[config.mk]
export PLATFORM = sky130hd
export DESIGN_NAME = rioc_cell
export DESIGN_NICKNAME = d
export VERILOG_FILES = /design/src/common/rioc_pkg.sv /design/src/verilog/rioc_cell.sv
export VERILOG_INCLUDE_DIRS = /design/src /design/src/common
export SDC_FILE = /design/constraint.sdc
export NUM_CORES = 1
export LEC_CHECK = 0
export BUFFER_PORTS_ARGS = -buffer_cell sky130_fd_sc_hd__buf_2
export CORE_MARGIN = 2
export CORE_UTILIZATION = 25
export DETAILED_ROUTE_END_ITERATION = 6
export PLACE_DENSITY = 0.66
export RECOVER_POWER = 100
export SLEW_MARGIN = 5
export SYNTH_ARGS = -nofsm -noshare
export SYNTH_HDL_FRONTEND = slang
export SYNTH_SLANG_ARGS = --single-unit
[constraint.sdc]
create_clock -name pclk -period 1.39 [get_ports pclk]
set_input_delay 0.139 -clock pclk [delete_from_list [all_inputs] [get_ports pclk]]
set_output_delay 0.139 -clock pclk [all_outputs]
set_load 0.02 [all_outputs]
[src/common/rioc_cfg.svh]
`ifndef RIOC_CFG_SVH
`define RIOC_CFG_SVH

// register byte offsets
`define RIOC_CTRL_OFS      12'h000
`define RIOC_IN_STAT_OFS   12'h004
`define RIOC_OUT_STAT_OFS  12'h008
`define RIOC_PAD_STAT_OFS  12'h00C

// control register fields
`define RIOC_CTRL_USE_BIT  0
`define RIOC_CTRL_OE_BIT   1
`define RIOC_CTRL_W        2

// control reset value: bypass selected, pad driver off
`define RIOC_CTRL_RST      2'h0

// bus answer values
`define RIOC_RDATA_ZERO    32'h0000_0000
`define RIOC_ADDR_W        12

`endif

[src/common/rioc_pkg.sv]
package rioc_pkg;

  // apb slave phase
  typedef enum logic [1:0] {
    RIOC_IDLE,
    RIOC_SETUP,
    RIOC_ACCESS
  } rioc_phase_t;

endpackage : rioc_pkg

[src/verilog/rioc_cell.sv]
// Chosen here: register access over APB and the placing of the registers.
`timescale 1ns/1ps
// Behaviour
// - full registers on input and output paths
// - output register loads only under load enable
// - use-select low bypasses output register to pad
// - clear-or-preset line forces both registers asynchronously
// - both registers clocked by one I/O clock
// - output register value returned to core array
// - I/O clock shared by I/O cell storage, APB slave and core array
`include "rioc_cfg.svh"

module rioc_cell
  import rioc_pkg::*;
#(
  parameter int  WIDTH       = 1,   // number of pad bits in the cell
  parameter bit  INIT_PRESET = 1'b0 // 1: init line presets, 0: clears
) (
  input  wire logic             pclk,              // io global clock
  input  wire logic             presetn,           // async reset, active low
  input  wire logic             io_init_clr_pre_n, // global clear-or-preset, active low
  input  wire logic [11:0]      paddr,             // apb byte address
  input  wire logic             psel,              // apb select
  input  wire logic             penable,           // apb enable
  input  wire logic             pwrite,            // apb direction
  input  wire logic [31:0]      pwdata,            // apb write data
  output logic      [31:0]      prdata,            // apb read data
  output logic                  pready,            // apb ready
  output logic                  pslverr,           // apb error
  input  wire logic [WIDTH-1:0] core_dout,         // array data toward pad
  input  wire logic             out_data_load_en,  // output register load enable
  output logic      [WIDTH-1:0] core_din,          // input register to array
  output logic      [WIDTH-1:0] core_fb,           // output register to array
  input  wire logic [WIDTH-1:0] pad_in,            // pad level seen by receiver
  output logic      [WIDTH-1:0] pad_out,           // pad driver data
  output logic      [WIDTH-1:0] pad_oe             // pad driver enable, high drives
);

  localparam logic [WIDTH-1:0] INIT_VAL = INIT_PRESET ? {WIDTH{1'b1}} : {WIDTH{1'b0}};

  // cell storage resets on either the chip reset or the global init line;
  // the release is not resynchronised, so it must stay clear of a clock edge
  logic cell_rst_n;
  assign cell_rst_n = presetn & io_init_clr_pre_n;

  // ---------------------------------------------------------------
  // input path
  // ---------------------------------------------------------------
  logic [WIDTH-1:0] pad_meta_q;
  logic [WIDTH-1:0] pad_meta_d;
  logic [WIDTH-1:0] in_reg_q;
  logic [WIDTH-1:0] in_reg_d;

  always_comb begin
    pad_meta_d = pad_in;
    in_reg_d   = pad_meta_q;
  end

  // two flops stand between the pad and the array: the meta stage absorbs
  // a pad edge that lands close to the clock
  // the meta stage feeds only the input register
  always_ff @(posedge pclk or negedge cell_rst_n) begin
    if (!cell_rst_n) begin
      pad_meta_q <= INIT_VAL;
      in_reg_q   <= INIT_VAL;
    end else begin
      pad_meta_q <= pad_meta_d;
      in_reg_q   <= in_reg_d;
    end
  end

  // ---------------------------------------------------------------
  // output path
  // ---------------------------------------------------------------
  logic [WIDTH-1:0] out_reg_q;
  logic [WIDTH-1:0] out_reg_d;

  // with the load enable low the word is kept, so a state loop closed
  // through core_fb sees a steady value
  always_comb begin
    out_reg_d = out_reg_q;
    if (out_data_load_en) begin
      out_reg_d = core_dout;
    end
  end

  always_ff @(posedge pclk or negedge cell_rst_n) begin
    if (!cell_rst_n) begin
      out_reg_q <= INIT_VAL;
    end else begin
      out_reg_q <= out_reg_d;
    end
  end

  // ---------------------------------------------------------------
  // control register
  // ---------------------------------------------------------------
  // bit 0 routes the output register to the pad, bit 1 turns the driver on;
  // the init line leaves both alone
  logic [`RIOC_CTRL_W-1:0] ctrl_q;
  logic [`RIOC_CTRL_W-1:0] ctrl_d;
  logic                    out_reg_use_sel;
  logic                    drv_en;

  assign out_reg_use_sel = ctrl_q[`RIOC_CTRL_USE_BIT];
  assign drv_en          = ctrl_q[`RIOC_CTRL_OE_BIT];

  // ---------------------------------------------------------------
  // apb slave
  // ---------------------------------------------------------------
  rioc_phase_t phase_q;
  rioc_phase_t phase_d;
  logic [31:0] prdata_q;
  logic [31:0] prdata_d;
  logic        pready_q;
  logic        pready_d;
  logic        pslverr_q;
  logic        pslverr_d;

  // decode of an address to a mapped register
  function automatic logic rioc_mapped(input logic [11:0] a);
    rioc_mapped = (a == `RIOC_CTRL_OFS)     ||
                  (a == `RIOC_IN_STAT_OFS)  ||
                  (a == `RIOC_OUT_STAT_OFS) ||
                  (a == `RIOC_PAD_STAT_OFS);
  endfunction : rioc_mapped

  // read mux, narrow fields in the low bits
  function automatic logic [31:0] rioc_read(input logic [11:0] a);
    logic [31:0] v;
    v = `RIOC_RDATA_ZERO;
    unique case (a)
      `RIOC_CTRL_OFS:     v[`RIOC_CTRL_W-1:0] = ctrl_q;
      `RIOC_IN_STAT_OFS:  v[WIDTH-1:0]        = in_reg_q;
      `RIOC_OUT_STAT_OFS: v[WIDTH-1:0]        = out_reg_q;
      `RIOC_PAD_STAT_OFS: v[WIDTH-1:0]        = pad_out;
      default:            v                   = `RIOC_RDATA_ZERO;
    endcase
    rioc_read = v;
  endfunction : rioc_read

  // zero wait states: every setup is answered in the access cycle after it;
  // writes to read-only words are dropped without an error
  always_comb begin
    phase_d   = phase_q;
    prdata_d  = prdata_q;
    pready_d  = 1'b0;
    pslverr_d = 1'b0;
    ctrl_d    = ctrl_q;
    unique case (phase_q)
      RIOC_IDLE: begin
        if (psel && !penable) begin
          // answer is prepared in setup so ready leaves a flop in access
          phase_d   = RIOC_ACCESS;
          pready_d  = 1'b1;
          pslverr_d = !rioc_mapped(paddr);
          prdata_d  = pwrite ? `RIOC_RDATA_ZERO : rioc_read(paddr);
        end
      end
      RIOC_ACCESS: begin
        phase_d = RIOC_IDLE;
        if (psel && penable && pready_q && pwrite && (paddr == `RIOC_CTRL_OFS)) begin
          ctrl_d = pwdata[`RIOC_CTRL_W-1:0];
        end
        prdata_d = `RIOC_RDATA_ZERO;
      end
      // never entered; falls back to idle should it ever be reached
      RIOC_SETUP: begin
        phase_d = RIOC_IDLE;
      end
    endcase
  end

  always_ff @(posedge pclk or negedge presetn) begin
    if (!presetn) begin
      phase_q   <= RIOC_IDLE;
      prdata_q  <= `RIOC_RDATA_ZERO;
      pready_q  <= 1'b0;
      pslverr_q <= 1'b0;
      ctrl_q    <= `RIOC_CTRL_RST;
    end else begin
      phase_q   <= phase_d;
      prdata_q  <= prdata_d;
      pready_q  <= pready_d;
      pslverr_q <= pslverr_d;
      ctrl_q    <= ctrl_d;
    end
  end

  assign prdata  = prdata_q;
  assign pready  = pready_q;
  assign pslverr = pslverr_q;

  // ---------------------------------------------------------------
  // pad side driver enable
  // ---------------------------------------------------------------
  logic [WIDTH-1:0] oe_q;
  logic [WIDTH-1:0] oe_d;

  // the enable lags its control bit by one edge so the pin sees a flop
  always_comb begin
    oe_d = {WIDTH{drv_en}};
  end

  always_ff @(posedge pclk or negedge presetn) begin
    if (!presetn) begin
      oe_q <= '0;
    end else begin
      oe_q <= oe_d;
    end
  end

  // ---------------------------------------------------------------
  // cell outputs
  // ---------------------------------------------------------------
  // bypass is a true combinational path so array data reaches the pad
  // without waiting for a clock edge
  assign pad_out  = out_reg_use_sel ? out_reg_q : core_dout;
  assign pad_oe   = oe_q;
  assign core_din = in_reg_q;
  assign core_fb  = out_reg_q;

endmodule : rioc_cell

==> impl_results.md <==
* Status: finished clean
* Clk buf depth at 2
* Setup_tns at 0 ns
* Min-Delay Endpoint: ctrl_q[0]$_DFFE_PN0P_
* Clk root buf: clkbuf_4
* Sw power at 0.2224 mW
* Crit path depth at 4
* Skew-Pair Late Insertion Delay at 0.26 ns
* Min Tclk post-route at 1.289 ns
* Ant diodes at 0
* Count of state elements after synthesis at 11
* Layout cells sized above 1 at 32.11%
* Num CTS Buffers at 3
* Max Freq at about 0.78 GHz
* Post-CTS Setup Bufs at 0
* Met1 usage at 7.660%
* Hold Crit Start: pwdata[0]
* Initial Utilization at ~26%
* Skew final at 0.01206 ns
* Worst Setup Start Kind: flip-flop
* Share of the synthesized area in the top cell type at 39.08%
* Met2 GRT Util at 15.11%
* Clock slew at reported path FFs at 0.07 ns
* R2r setup slk at roughly 0.10 ns
* CTS sink cnt at 11
* P_leak at 0.4400 nW
* Top cells by area, synth: dfrtp_1 39%, buf_4 32%, mux2_2 6.4%
* Worst r2r dst: prdata[0]$_DFFE_PN0P_
* Final Power at 0.7119 mW
* Final WL at 1214 µm
* Slowest CP cell: a2111o_1
* Max Cap Viol at 0
* Unrepaired setup endpoints after global routing: false
* DRC viols at 0
* Non-Filler Instances at 140
* Vias in the first global route at just under 500
* CP arrival at between 1 and 1.5 ns
* Met3 Use GR at 1.814%
* Die W at 57.08 µm
* Final setup viols at 0
* CP peak stage delay at between 0.4 and 0.5 ns
* Critical Path, Cell by Cell: mux2i_1 > or2_4 > a2111o_1 > a21oi_2
* Nets at 163
* Area grow syn2layout at 19.54%
* Drt via density at 3.771
* Initial detailed-routing violation count at 3
* Fin. max-slew vios at 0
* Sequential share of the synthesized area at 39.08%
* HPWL after detailed placement at 1017 µm
* Pwr Density at 845.5 nW/µm²
* Critical path class: flip-flop to flip-flop
* Area after DPL at 795.8 µm²
* Core box area at 2710 µm²
* Final ANT Viol Nets at 0
* Delay-heaviest family, CP: compound AO/OA/AOI/OAI gates
* Yosys cell types at 20
* Clock share of power at 29.3%
* Synth Cell Area at around 700 µm²
* GRT Max-Usage Layer: met2
* Drt wl/cell at 8.671 µm
* Final hold slack at 0.1132 ns
* DRT Pass-1 Iters at 4
* Placed insts at approximately 130
* Via count at 528
* Gpl congestion at 0.7169
* H-tree depth at 1
* Initial antenna violation count at 0
* Ports at 91
* Total global routing track utilization at 7.834%
* Worst hold stages at 2
* Die ar. at 3258 µm²
* Die Span Y at 57.08 µm
* Fin crit share at 92.71%
* Crit Reg-Reg Startpoint: ctrl_q[0]$_DFFE_PN0P_
* Crit-path max FO at 3
* Crit end category: flip-flop
* Synthesized instance count at 71
* Number of I/O port buffers at 30
* Reg power frac at between 40 and 50%
* Avg Cell Area, Syn at 9.921 µm²
* WP buf/inv at 0
* Sw frac at roughly 31%
* Reg2Reg Depth at 4
* Final hold violations at 0
* Hold Crit Class: input port to flip-flop
* Cell internal pwr at approximately 0.5 mW
* GRT overflow at 0
* Synth area leader: dfrtp_1
* YS warnings at 0
* Logic pwr share at a little under a quarter
* CP required at 1.59 ns
* Pin count of the biggest net entering global routing at 10
* Global-route wire length before repair at 1959 µm
* Post-route cell area at 842.1 µm²
* VDD IR-drop max at 0.0006434 V
* CTS tree: done
* Cell Rows at 19
==> worst max path at each step <==
| stage | start | end |
|---|---|---|
| 2_1_floorplan | core_fb$_DFFE_PN0P_ | prdata[0]$_DFFE_PN0P_ |
| 3_3_place_gp | paddr[5] | ctrl_q[1]$_DFFE_PN0P_ |
| 3_5_place_dp | paddr[4] | ctrl_q[1]$_DFFE_PN0P_ |
| 4_1_cts | ctrl_q[0]$_DFFE_PN0P_ | prdata[0]$_DFFE_PN0P_ |
| 5_1_grt | ctrl_q[0]$_DFFE_PN0P_ | prdata[0]$_DFFE_PN0P_ |
| 6_report | ctrl_q[0]$_DFFE_PN0P_ | prdata[0]$_DFFE_PN0P_ |
==> cells by family after synthesis <==
logic type / Yosys count / synth area share [%]
buf+inv: 31 / 32.50
mux: 5 / 7.815
simple gates: 18 / 14.92
compound gates: 5 / 5.152
flops: 11 / 39.08
other cells: 1 / 0.5323
==> power by group through the flow <==
| stage | Combinational (mW) | Clock [mW] | Sequential (mW) |
|---|---|---|---|
| after global placement | 0.158 | 0 | 0.343 |
| after floorplan | 0.159 | 0 | 0.353 |
| final | 0.165 | 0.209 | 0.339 |
| after CTS | 0.167 | 0.217 | 0.338 |
| after detailed placement | 0.161 | 0 | 0.344 |
| after global routing | 0.180 | 0.241 | 0.340 |
==> cell usage after synthesis <==
cell / count
dfrtp_1: 11
nand2b_1: 1
nor2_1: 4
or2_2: 1
inv_1: 1
or4_1: 1
buf_4: 30
a21oi_1: 2
nor3_1: 1
conb_1: 1
nand3_1: 3
mux2_2: 4
mux2i_1: 1
nor4_2: 2
nand2_1: 3
and2_2: 1
and2_1: 1
a2111o_1: 1
o211ai_1: 1
o21a_1: 1
==> metal layers <==
layer,vias up,part of all wire (%)
li1,251,-
met1,239,35
met2,38,56
met3,0,9.7
met4,0,0
met5,-,0
==> layout make-up <==
class                   count  area [µm²]
multi-input cells          58       312.8
clock buffers               4       26.28
inverters                   1       3.754
flip-flops and latches     11       275.3
repair buffers             35       185.2
fillers                   292        1868
well taps                  31       38.79
==> cell usage in the layout, fill, tap and decap left out, drive strengths merged, types with 2 or more instances in the layout <==
master / n
a21oi: 2
and2: 2
buf: 23
clkbuf: 13
conb: 30
dfrtp: 11
dlygate4sd3: 3
mux2: 4
nand2: 3
nand3: 3
nor2: 4
nor4: 2
==> through the flow <==
| stage | util, % | setup WS, ns |
|---|---|---|
| global placement | 29.36 | -0.1066 |
| detailed placement | 29.36 | -0.1671 |
| CTS | 31.44 | 0.06125 |
| floorplan | - | 0.01289 |
| global route | 31.07 | 0.009678 |
| finish | 31.07 | 0.1014 |
==> flip-flops by register name, summed over array words and instances (netlist names) <==
register,count
pad_oe,1
prdata,2
in_reg_d,1
ctrl_q,2
pready,1
pslverr,1
phase_q,1
core_din,1
core_fb,1
==> timing repair <==
item,in CTS,in global routing
hold endpoints to repair,12,0
hold buffers,3,0
endpoints found under the setup margin,0,1
resized for setup,0,2
(Power assumes the default switching activity.)
